--- config.mk ---
export PLATFORM = sky130hd
export DESIGN_NAME = parallel_config_load_interface
export DESIGN_NICKNAME = d
export VERILOG_FILES = /design/src/rtl/cfg_pkg.sv /design/src/rtl/pin_if.sv /design/src/rtl/parallel_config_load_interface.sv /design/src/rtl/pin_sampler.sv
export SDC_FILE = /design/constraint.sdc
export NUM_CORES = 1
export LEC_CHECK = 0
export BUFFER_PORTS_ARGS = -buffer_cell sky130_fd_sc_hd__buf_4
export CORE_ASPECT_RATIO = 0.6
export CORE_UTILIZATION = 40
export CTS_CLUSTER_SIZE = 16
export DETAILED_ROUTE_END_ITERATION = 8
export SYNTH_ARGS = -nofsm -noshare
export SYNTH_HDL_FRONTEND = slang
export SYNTH_SLANG_ARGS = --single-unit
--- constraint.sdc ---
create_clock -name pclk -period 5 [get_ports pclk]
set_input_delay 0.5 -clock pclk [delete_from_list [all_inputs] [get_ports pclk]]
set_output_delay 0.5 -clock pclk [all_outputs]
set_load 0.02 [all_outputs]
--- src/rtl/cfg_pkg.sv ---
// Constants, state encoding and decode helpers shared by the parallel load block
package cfg_pkg;
    // Clock and timing figures
    localparam int CLK_MHZ            = 100;
    localparam int POR_MS             = 4;
    localparam int POR_CYC            = POR_MS * 1000 * CLK_MHZ;
    localparam int CF2CD_NS           = 600;
    localparam int CF2CD_CYC          = (CF2CD_NS * CLK_MHZ) / 1000;
    localparam int STATUS_MIN_US      = 268;
    localparam int STATUS_CYC         = STATUS_MIN_US * CLK_MHZ;
    localparam int STATUS_MAX_US      = 1506;
    localparam int CD2UM_MIN_US       = 175;
    localparam int CD2UM_CYC          = CD2UM_MIN_US * CLK_MHZ;
    localparam int CD2CU_PERIODS      = 4;
    localparam int LCK_MAX_PERIOD_NS  = 10;
    localparam int CD2CU_CYC          = (CD2CU_PERIODS * LCK_MAX_PERIOD_NS * CLK_MHZ + 999) / 1000;
    localparam int USR_INIT_EDGES     = 17408;
    localparam int INIT_FALLS         = 2;

    // Register byte offsets
    localparam logic [11:0] ADDR_CTRL   = 12'h000;
    localparam logic [11:0] ADDR_WORDS  = 12'h004;
    localparam logic [11:0] ADDR_STATUS = 12'h008;
    localparam logic [11:0] ADDR_RECV   = 12'h00C;

    // Control fields and reset values
    localparam int CTRL_MODE_LSB = 0;
    localparam int CTRL_DECOMP   = 2;
    localparam int CTRL_SEC      = 3;
    localparam int CTRL_INITEN   = 4;
    localparam int CTRL_USRCLK   = 5;
    localparam logic [31:0] CTRL_MASK = 32'h0000003F;
    localparam logic [31:0] CTRL_RST  = 32'h00000002;
    localparam logic [31:0] WORDS_RST = 32'h00000100;

    // Status fields
    localparam int STAT_NST    = 0;
    localparam int STAT_CD     = 1;
    localparam int STAT_UM     = 2;
    localparam int STAT_ID     = 3;
    localparam int STAT_ST_LSB = 4;
    localparam int STAT_R_LSB  = 12;

    // Bus width modes
    localparam logic [1:0] MODE_X8  = 2'h0;
    localparam logic [1:0] MODE_X16 = 2'h1;
    localparam logic [1:0] MODE_X32 = 2'h2;

    typedef enum logic [5:0] {
        ST_POR   = 6'h01,
        ST_CLEAR = 6'h02,
        ST_LOAD  = 6'h04,
        ST_DONE  = 6'h08,
        ST_INIT  = 6'h10,
        ST_USER  = 6'h20
    } cfg_state_t;

    // Load clock cycles per data word for a mode and feature set
    function automatic logic [3:0] ratio(input logic [1:0] mode, input logic decomp, input logic sec);
        logic [3:0] r;
        r = 4'h1;
        case (mode)
            MODE_X8:  r = decomp ? 4'h2 : 4'h1;
            MODE_X16: r = decomp ? 4'h4 : (sec ? 4'h2 : 4'h1);
            default:  r = decomp ? 4'h8 : (sec ? 4'h4 : 4'h1);
        endcase
        return r;
    endfunction : ratio

    // Data lanes in use for a mode
    function automatic logic [31:0] width_mask(input logic [1:0] mode);
        logic [31:0] m;
        m = 32'hFFFFFFFF;
        case (mode)
            MODE_X8:  m = 32'h000000FF;
            MODE_X16: m = 32'h0000FFFF;
            default:  m = 32'hFFFFFFFF;
        endcase
        return m;
    endfunction : width_mask

    // Address decode shared by read and write paths
    function automatic logic mapped(input logic [11:0] a);
        return (a == ADDR_CTRL) || (a == ADDR_WORDS) || (a == ADDR_STATUS) || (a == ADDR_RECV);
    endfunction : mapped
endpackage : cfg_pkg

--- src/rtl/pin_if.sv ---
// Synchronised pin levels and edges passed from the sampler to the core
`timescale 1ns/1ps
interface pin_if;
    logic        lck_rise;
    logic        lck_fall;
    logic        uck_rise;
    logic        reconfig_n_s;
    logic        status_n_s;
    logic [31:0] data_s;

    modport samp (output lck_rise, lck_fall, uck_rise, reconfig_n_s, status_n_s, data_s);
    modport core (input  lck_rise, lck_fall, uck_rise, reconfig_n_s, status_n_s, data_s);
endinterface : pin_if

--- src/rtl/parallel_config_load_interface.sv ---
// Fast parallel load port: reconfiguration handshake, word capture, init sequencing, APB registers
//
// Added by the designer: the APB slave port and the register addresses.
`timescale 1ns/1ps
// Summary of operation
// - 8-bit mode ratio: 1 without decompression, 2 with it.
// - 16-bit mode ratio: 1 plain, 2 security only, 4 with decompression.
// - 32-bit mode ratio: 1 plain, 4 security only, 8 with decompression.
// - User mode keeps request, status and done high; falling request restarts.
// - Status held low during the power-on delay.
// - Done flag low after power-up, before and during the load.
// - Load clock ignored once configuration completes; host keeps it defined.
// - Done rises only after every expected word is received.
// - Enabled init-done output driven low until initialization finishes.
// - Done and status pulled low within 600 ns of request falling.
// - Status low pulse lasts 268 to 1506 us unless extended.
// - Status released within 1506 us of request rising unless held externally.
// - Internal oscillator init reaches user mode 175 to 437 us after done.
// - User init clock enabled 4 load periods after done, then 17408 periods.
// - Ratio 1 only with decompression off, and in 16- and 32-bit modes with security off too.
module parallel_config_load_interface #(
    parameter int POR_CYC        = cfg_pkg::POR_CYC,
    parameter int STATUS_CYC     = cfg_pkg::STATUS_CYC,
    parameter int CD2UM_CYC      = cfg_pkg::CD2UM_CYC,
    parameter int USR_INIT_EDGES = cfg_pkg::USR_INIT_EDGES
) (
    input  wire logic        pclk,
    input  wire logic        presetn,
    input  wire logic        psel,
    input  wire logic        penable,
    input  wire logic        pwrite,
    input  wire logic [11:0] paddr,
    input  wire logic [31:0] pwdata,
    output logic      [31:0] prdata,
    output logic             pready,
    output logic             pslverr,
    input  wire logic        load_clock,
    input  wire logic        user_init_clock,
    input  wire logic        reconfig_n,
    input  wire logic [31:0] data_pins,
    input  wire logic        status_n_in,
    output logic             status_n_out,
    output logic             status_n_oe_n,
    output logic             cfg_done,
    output logic             init_done_out,
    output logic             init_done_oe_n,
    output logic             user_mode,
    output logic      [31:0] cfg_word,
    output logic             cfg_word_valid
);
    typedef struct packed {
        cfg_pkg::cfg_state_t st;
        logic [31:0]         cnt;
        logic [31:0]         ucnt;
        logic [2:0]          phase;
        logic [31:0]         words;
        logic [1:0]          falls;
        logic [31:0]         word;
        logic                word_valid;
        logic [31:0]         ctrl;
        logic [31:0]         expect_n;
        logic [31:0]         prdata;
        logic                nst_low;
        logic                done;
        logic                init_low;
        logic                umode;
    } core_t;

    core_t      s_reg;
    core_t      s_next;
    logic [1:0] mode;
    logic [3:0] r;
    logic       apb_wr;
    logic [31:0] status_word;

    pin_if pins ();

    pin_sampler u_samp (
        .pclk            (pclk),
        .presetn         (presetn),
        .load_clock      (load_clock),
        .user_init_clock (user_init_clock),
        .reconfig_n      (reconfig_n),
        .status_n_in     (status_n_in),
        .data_pins       (data_pins),
        .pins            (pins)
    );

    // Ratio in force follows the programmed width and features
    assign mode   = s_reg.ctrl[cfg_pkg::CTRL_MODE_LSB +: 2];
    assign r      = cfg_pkg::ratio(mode, s_reg.ctrl[cfg_pkg::CTRL_DECOMP], s_reg.ctrl[cfg_pkg::CTRL_SEC]);
    assign apb_wr = psel & penable & pwrite;

    // Status word seen by software
    always_comb begin
        status_word = 32'h00000000;
        status_word[cfg_pkg::STAT_NST] = ~s_reg.nst_low;
        status_word[cfg_pkg::STAT_CD]  = s_reg.done;
        status_word[cfg_pkg::STAT_UM]  = s_reg.umode;
        status_word[cfg_pkg::STAT_ID]  = ~s_reg.init_low;
        status_word[cfg_pkg::STAT_ST_LSB +: 6] = s_reg.st;
        status_word[cfg_pkg::STAT_R_LSB +: 4]  = r;
    end

    // Register access, load sequencing and initialization
    always_comb begin
        s_next            = s_reg;
        s_next.word_valid = 1'b0;
        if (psel && !penable) begin
            case (paddr)
                cfg_pkg::ADDR_CTRL:   s_next.prdata = s_reg.ctrl;
                cfg_pkg::ADDR_WORDS:  s_next.prdata = s_reg.expect_n;
                cfg_pkg::ADDR_STATUS: s_next.prdata = status_word;
                cfg_pkg::ADDR_RECV:   s_next.prdata = s_reg.words;
                default:              s_next.prdata = 32'h00000000;
            endcase
        end
        if (apb_wr) begin
            case (paddr)
                cfg_pkg::ADDR_CTRL:  s_next.ctrl = pwdata & cfg_pkg::CTRL_MASK;
                cfg_pkg::ADDR_WORDS: s_next.expect_n = pwdata;
                default:             ;
            endcase
        end
        case (s_reg.st)
            cfg_pkg::ST_POR: begin
                // Status stays low through the power-on delay
                s_next.cnt = s_reg.cnt + 32'h1;
                if (s_reg.cnt >= 32'(POR_CYC - 1)) begin
                    s_next.st      = cfg_pkg::ST_LOAD;
                    s_next.nst_low = 1'b0;
                    s_next.cnt     = 32'h0;
                    s_next.phase   = 3'h0;
                end
            end
            cfg_pkg::ST_CLEAR: begin
                // Timer runs from the request's release; a longer request extends the pulse
                if (!pins.reconfig_n_s) begin
                    s_next.cnt = 32'h0;
                end else if (s_reg.cnt >= 32'(STATUS_CYC - 1)) begin
                    s_next.st      = cfg_pkg::ST_LOAD;
                    s_next.nst_low = 1'b0;
                    s_next.cnt     = 32'h0;
                    s_next.phase   = 3'h0;
                end else begin
                    s_next.cnt = s_reg.cnt + 32'h1;
                end
            end
            cfg_pkg::ST_LOAD: begin
                // A status line still held low externally delays the load
                if (pins.lck_rise && pins.status_n_s) begin
                    if (s_reg.phase == 3'h0) begin
                        s_next.word       = pins.data_s & cfg_pkg::width_mask(mode);
                        s_next.word_valid = 1'b1;
                        s_next.words      = s_reg.words + 32'h1;
                        if (s_reg.words + 32'h1 >= s_reg.expect_n) begin
                            s_next.st    = cfg_pkg::ST_DONE;
                            s_next.done  = 1'b1;
                            s_next.falls = 2'h0;
                        end
                    end
                    if ({1'b0, s_reg.phase} >= r - 4'h1) begin
                        s_next.phase = 3'h0;
                    end else begin
                        s_next.phase = s_reg.phase + 3'h1;
                    end
                end
            end
            cfg_pkg::ST_DONE: begin
                // Rising edges are ignored; only the trailing falling edges count
                if (pins.lck_fall) begin
                    s_next.falls = s_reg.falls + 2'h1;
                    if (s_reg.falls == 2'(cfg_pkg::INIT_FALLS - 1)) begin
                        s_next.st   = cfg_pkg::ST_INIT;
                        s_next.cnt  = 32'h0;
                        s_next.ucnt = 32'h0;
                    end
                end
            end
            cfg_pkg::ST_INIT: begin
                if (s_reg.ctrl[cfg_pkg::CTRL_USRCLK]) begin
                    // Wait for the user clock to be enabled, then count its edges
                    if (s_reg.cnt < 32'(cfg_pkg::CD2CU_CYC)) begin
                        s_next.cnt = s_reg.cnt + 32'h1;
                    end else if (pins.uck_rise) begin
                        s_next.ucnt = s_reg.ucnt + 32'h1;
                        if (s_reg.ucnt >= 32'(USR_INIT_EDGES - 1)) begin
                            s_next.st = cfg_pkg::ST_USER;
                        end
                    end
                end else begin
                    s_next.cnt = s_reg.cnt + 32'h1;
                    if (s_reg.cnt >= 32'(CD2UM_CYC - 1)) begin
                        s_next.st = cfg_pkg::ST_USER;
                    end
                end
            end
            cfg_pkg::ST_USER: begin
                s_next.init_low = 1'b0;
                s_next.umode    = 1'b1;
            end
            default: begin
                s_next.st = cfg_pkg::ST_POR;
            end
        endcase
        // A low request outside power-on and clear restarts configuration from any other state
        if (!pins.reconfig_n_s && s_reg.st != cfg_pkg::ST_POR && s_reg.st != cfg_pkg::ST_CLEAR) begin
            s_next.st       = cfg_pkg::ST_CLEAR;
            s_next.cnt      = 32'h0;
            s_next.nst_low  = 1'b1;
            s_next.done     = 1'b0;
            s_next.umode    = 1'b0;
            s_next.init_low = 1'b1;
            s_next.words    = 32'h0;
            s_next.phase    = 3'h0;
        end
    end

    always_ff @(posedge pclk or negedge presetn) begin
        if (!presetn) begin
            s_reg          <= '0;
            s_reg.st       <= cfg_pkg::ST_POR;
            s_reg.nst_low  <= 1'b1;
            s_reg.init_low <= 1'b1;
            s_reg.ctrl     <= cfg_pkg::CTRL_RST;
            s_reg.expect_n <= cfg_pkg::WORDS_RST;
        end else begin
            s_reg <= s_next;
        end
    end

    // Pins and bus answer; open-drain enables are low while pulling low
    assign prdata         = s_reg.prdata;
    assign pready         = 1'b1;
    assign pslverr        = psel & penable & ~cfg_pkg::mapped(paddr);
    assign status_n_out   = 1'b0;
    assign status_n_oe_n  = ~s_reg.nst_low;
    assign cfg_done       = s_reg.done;
    assign init_done_out  = 1'b0;
    assign init_done_oe_n = ~(s_reg.ctrl[cfg_pkg::CTRL_INITEN] & s_reg.init_low);
    assign user_mode      = s_reg.umode;
    assign cfg_word       = s_reg.word;
    assign cfg_word_valid = s_reg.word_valid;

    localparam int CF2CD_BOUND = cfg_pkg::CF2CD_CYC;
endmodule : parallel_config_load_interface

--- src/rtl/pin_sampler.sv ---
// Two-stage synchronisers and edge detection for the configuration pins
`timescale 1ns/1ps
module pin_sampler (
    input  wire logic        pclk,
    input  wire logic        presetn,
    input  wire logic        load_clock,
    input  wire logic        user_init_clock,
    input  wire logic        reconfig_n,
    input  wire logic        status_n_in,
    input  wire logic [31:0] data_pins,
    pin_if.samp              pins
);
    typedef struct packed {
        logic [2:0]  lck;
        logic [2:0]  uck;
        logic [1:0]  rcf;
        logic [1:0]  stn;
        logic [31:0] d1;
        logic [31:0] d2;
        logic [31:0] d3;
        logic        rise;
        logic        fall;
        logic        urise;
    } samp_t;

    samp_t s_reg;
    samp_t s_next;

    // Shift chains; the first stage of each is read only by the second
    always_comb begin
        s_next       = s_reg;
        s_next.lck   = {s_reg.lck[1:0], load_clock};
        s_next.uck   = {s_reg.uck[1:0], user_init_clock};
        s_next.rcf   = {s_reg.rcf[0], reconfig_n};
        s_next.stn   = {s_reg.stn[0], status_n_in};
        s_next.d1    = data_pins;
        s_next.d2    = s_reg.d1;
        s_next.d3    = s_reg.d2;
        s_next.rise  = s_reg.lck[1] & ~s_reg.lck[2];
        s_next.fall  = ~s_reg.lck[1] & s_reg.lck[2];
        s_next.urise = s_reg.uck[1] & ~s_reg.uck[2];
    end

    always_ff @(posedge pclk or negedge presetn) begin
        if (!presetn) begin
            s_reg     <= '0;
            s_reg.rcf <= 2'h3;
            s_reg.stn <= 2'h3;
        end else begin
            s_reg <= s_next;
        end
    end

    // Data is taken from the same sample that first shows the clock high, i.e. at the rising edge
    assign pins.lck_rise     = s_reg.rise;
    assign pins.lck_fall     = s_reg.fall;
    assign pins.uck_rise     = s_reg.urise;
    assign pins.reconfig_n_s = s_reg.rcf[1];
    assign pins.status_n_s   = s_reg.stn[1];
    assign pins.data_s       = s_reg.d3;
endmodule : pin_sampler

==> flow_summary.json <==
{
  "diodes": 0,
  "ys_warn_count": 0,
  "ff_latch_area_mm2": 0.008094,
  "fillCellCount": 3408,
  "multi_input_area_mm2": 0.006086,
  "seq_area_frac_synth_pct": 53.16,
  "worstPathRequired_ps": 5460,
  "grt_pass1_vias": 10664,
  "area_growth_pct": 15.25,
  "critPathKind": "reg2reg",
  "setup_viol": 0,
  "synth_top_family_by_area": "simple AND/OR/NAND/NOR gates",
  "fmax_ghz": 0.2233,
  "port_buffers": 154,
  "die_w_um": 253.9,
  "cts_setup_buffers": 0,
  "postSynth.asyncResetShare_pct": 100.0,
  "place_inst": 2056,
  "num_rows": 54,
  "clk_path_buf_depth": 3,
  "reg2reg_slack_ps": 520,
  "ctsResizeCount": 0,
  "vias_per_cell": 5.287,
  "finalSetupTns_ps": 0,
  "cts_tree": "yes",
  "synthAdderAreaFrac_pct": 3.452,
  "grtUsageTotal_pct": 19.93,
  "largest_reg_flops": 145,
  "maxSlewViolCount": 0,
  "drtIter0Drc": 1153,
  "final_area_mm2": 0.01755,
  "fin_cells": 2129,
  "rsz0062_at_grt": "false",
  "core_mm2": 0.03689,
  "p_per_area_mw_per_mm2": 301.3,
  "antenna_found_initial": 0,
  "boundaryPins": 158,
  "cap_violations": 0,
  "yosys.area_share.simple_pct": 19.26,
  "critical_path.endpoint_type": "flop",
  "grt_max_degree": 116,
  "final_nets": 1730,
  "dieArea_mm2": 0.03887,
  "finClkSkew_ps": 14.14,
  "grt_pass1_wl_mm": 61.01,
  "irDropWorstVdd_mv": 0.3174,
  "cts_root_buf": "clkbuf_16",
  "cts_hold_buf": 19,
  "worstPathArrival_ps": 4940,
  "start_util_pct": 41.27,
  "p_leak_nw": 8.278,
  "cp-start-kind": "flop",
  "critical_path.max_fanout": 7,
  "synth-compound-area-share_pct": 10.45,
  "worst_slew_pin_slew_ps": 1058,
  "drc": 0,
  "place_area_mm2": 0.01631,
  "syn_area_per_cell_um2": 9.944,
  "fin_crit_ps": 4478,
  "fin_crit_sh_pct": 89.55,
  "min_path_type": "in2async",
  "clock_latency_ps": 590,
  "vias": 11257,
  "wl_mm": 38.51,
  "cts.clk_slew.worst_paths_ps": 60,
  "drive_above_1_share_pct": 16.12,
  "synth-edff-count": 0,
  "ys_ff_latch": 323,
  "synthFlopType": "dfrtp_1",
  "drtAntennaViolNets": 0,
  "synthMuxAreaShare_pct": 1.619,
  "place.gp.congestion": 0.8831,
  "hold_violations": 0,
  "syn_inst": 1531,
  "dp_hpwl_mm": 27.37,
  "outcome": "completed",
  "synthXorXnorAreaFrac_pct": 5.062,
  "grt.overflow.total": 0,
  "synth_area_mm2": 0.01522,
  "numCtsBuffers": 30,
  "synth.distinct_cells": 77,
  "clock_sinks": 323,
  "dr.pass1.iters": 5,
  "wire_per_inst_um": 18.09,
  "htree_num_levels": 1,
  "die_h_um": 153.1,
  "max_slew_margin_pct": 29.50
}
==> kinds of logic (layout without fill, tap and decap cells) <==
group	Yosys count	after routing
xor+xnor	88	88
compound gates	248	248
buf+inv	203	296
mux	16	16
fa+ha+maj	42	42
simple gates	609	609
other cells	2	3
flops	323	323
==> power by group <==
group          switching (mW)  leakage [nW]  internal (mW)
Combinational           0.110          3.70         0.0728
Sequential             0.0167          4.08           2.66
Clock                    1.03         0.504           1.39
Total                    1.16          8.28           4.13
==> critical path, stage by stage, from the launching register on <==
cell	delay [ps]
dfrtp_1	470
and4_1	270
and4_1	280
nand3_1	180
or4_1	650
nor2_1	200
xor2_1	100
ha_1	300
nand4_1	150
nor4_1	520
a221oi_1	140
o211ai_1	140
a21oi_1	150
a211oi_2	440
mux2_1	350
==> area by class of cell <==
cell class / count / share of cell area (%)
clock buffer: 40 / 4.778
clock inverter: 14 / 1.198
inverter: 56 / 1.198
multi-input combinational: 1006 / 34.69
sequential: 323 / 46.13
tap: 504 / 3.594
timing repair buffer: 186 / 8.415
==> synth_stat cells (all sizes together) (32+ instances only) <==
library cell	count	area, um2
a21oi	41	205.2
buf	96	654.4
clkbuf	51	192.7
dfrtp	314	7858
ha	42	525.5
inv	56	210.2
nand2	235	884.6
nand3	73	365.4
nand4	32	215.2
nor2	109	414.2
nor3	32	176.4
nor4	39	262.8
o21ai	109	545.5
xnor2	44	385.4
xor2	44	385.4
==> path summary, 6_finish.rpt <==
check | from | end | depth (start not counted)
min in group pclk | user_init_clock | u_samp.s_next[104] | 1
min | presetn | s_reg[49] | 1
max reg2reg | s_reg[146] | s_reg[238] | 14
max in group asynchronous | presetn | u_samp.s_next[32] | 2
min reg2reg | u_samp.s_next[8] | u_samp.pins.data_s[5] | 0
max | s_reg[146] | s_reg[238] | 14
==> routing by layer <==
layer / track usage [%] / wire length [um]
met4: 3.873 / 696
met3: 3.474 / 2280
met2: 28.18 / 16000
met1: 31.59 / 19530
met5: 0 / 0
==> through the flow <==
step / power, mW / hold slack (ps) / utilization [%] / setup WS [ps]
3_3_place_gp: 2.899 / 331.4 / 44.20 / 708.7
3_5_place_dp: 2.902 / 334.7 / 44.20 / 584.5
2_1_floorplan: 2.767 / 204.4 / - / 1072
4_1_cts: 5.351 / 0.08937 / 47.56 / 559.8
6_report: 5.287 / 11.42 / 47.56 / 522.5
5_1_grt: 5.473 / 1.603 / 47.56 / 194.5
==> placed cells by master (no fill, tap or decap), types with 5 or more instances in the layout <==
cell | synthesis | layout
xor2_1 | 44 | 44
nor4_1 | 36 | 36
xnor2_1 | 44 | 44
o21ai_0 | 109 | 109
dlygate4sd3_1 | 0 | 19
and4_1 | 5 | 5
nand4_1 | 31 | 31
a21o_1 | 11 | 11
a22oi_1 | 26 | 26
ha_1 | 42 | 42
clkbuf_1 | 50 | 5
or3_1 | 14 | 14
nand2b_1 | 7 | 7
nor3_1 | 30 | 30
nor2_1 | 107 | 107
clkbuf_16 | 0 | 30
and2_1 | 7 | 7
mux2_2 | 8 | 8
dfrtp_1 | 314 | 314
nor2b_1 | 13 | 13
nand2_1 | 234 | 233
o31ai_1 | 7 | 7
buf_4 | 69 | 164
mux4_2 | 6 | 6
inv_1 | 55 | 55
dfstp_2 | 9 | 9
nand3_1 | 73 | 73
a21oi_1 | 41 | 41
and3_1 | 22 | 22
or4_1 | 8 | 8
clkbuf_8 | 0 | 5
a22o_1 | 16 | 16
Power figures use the tool's default switching activity.
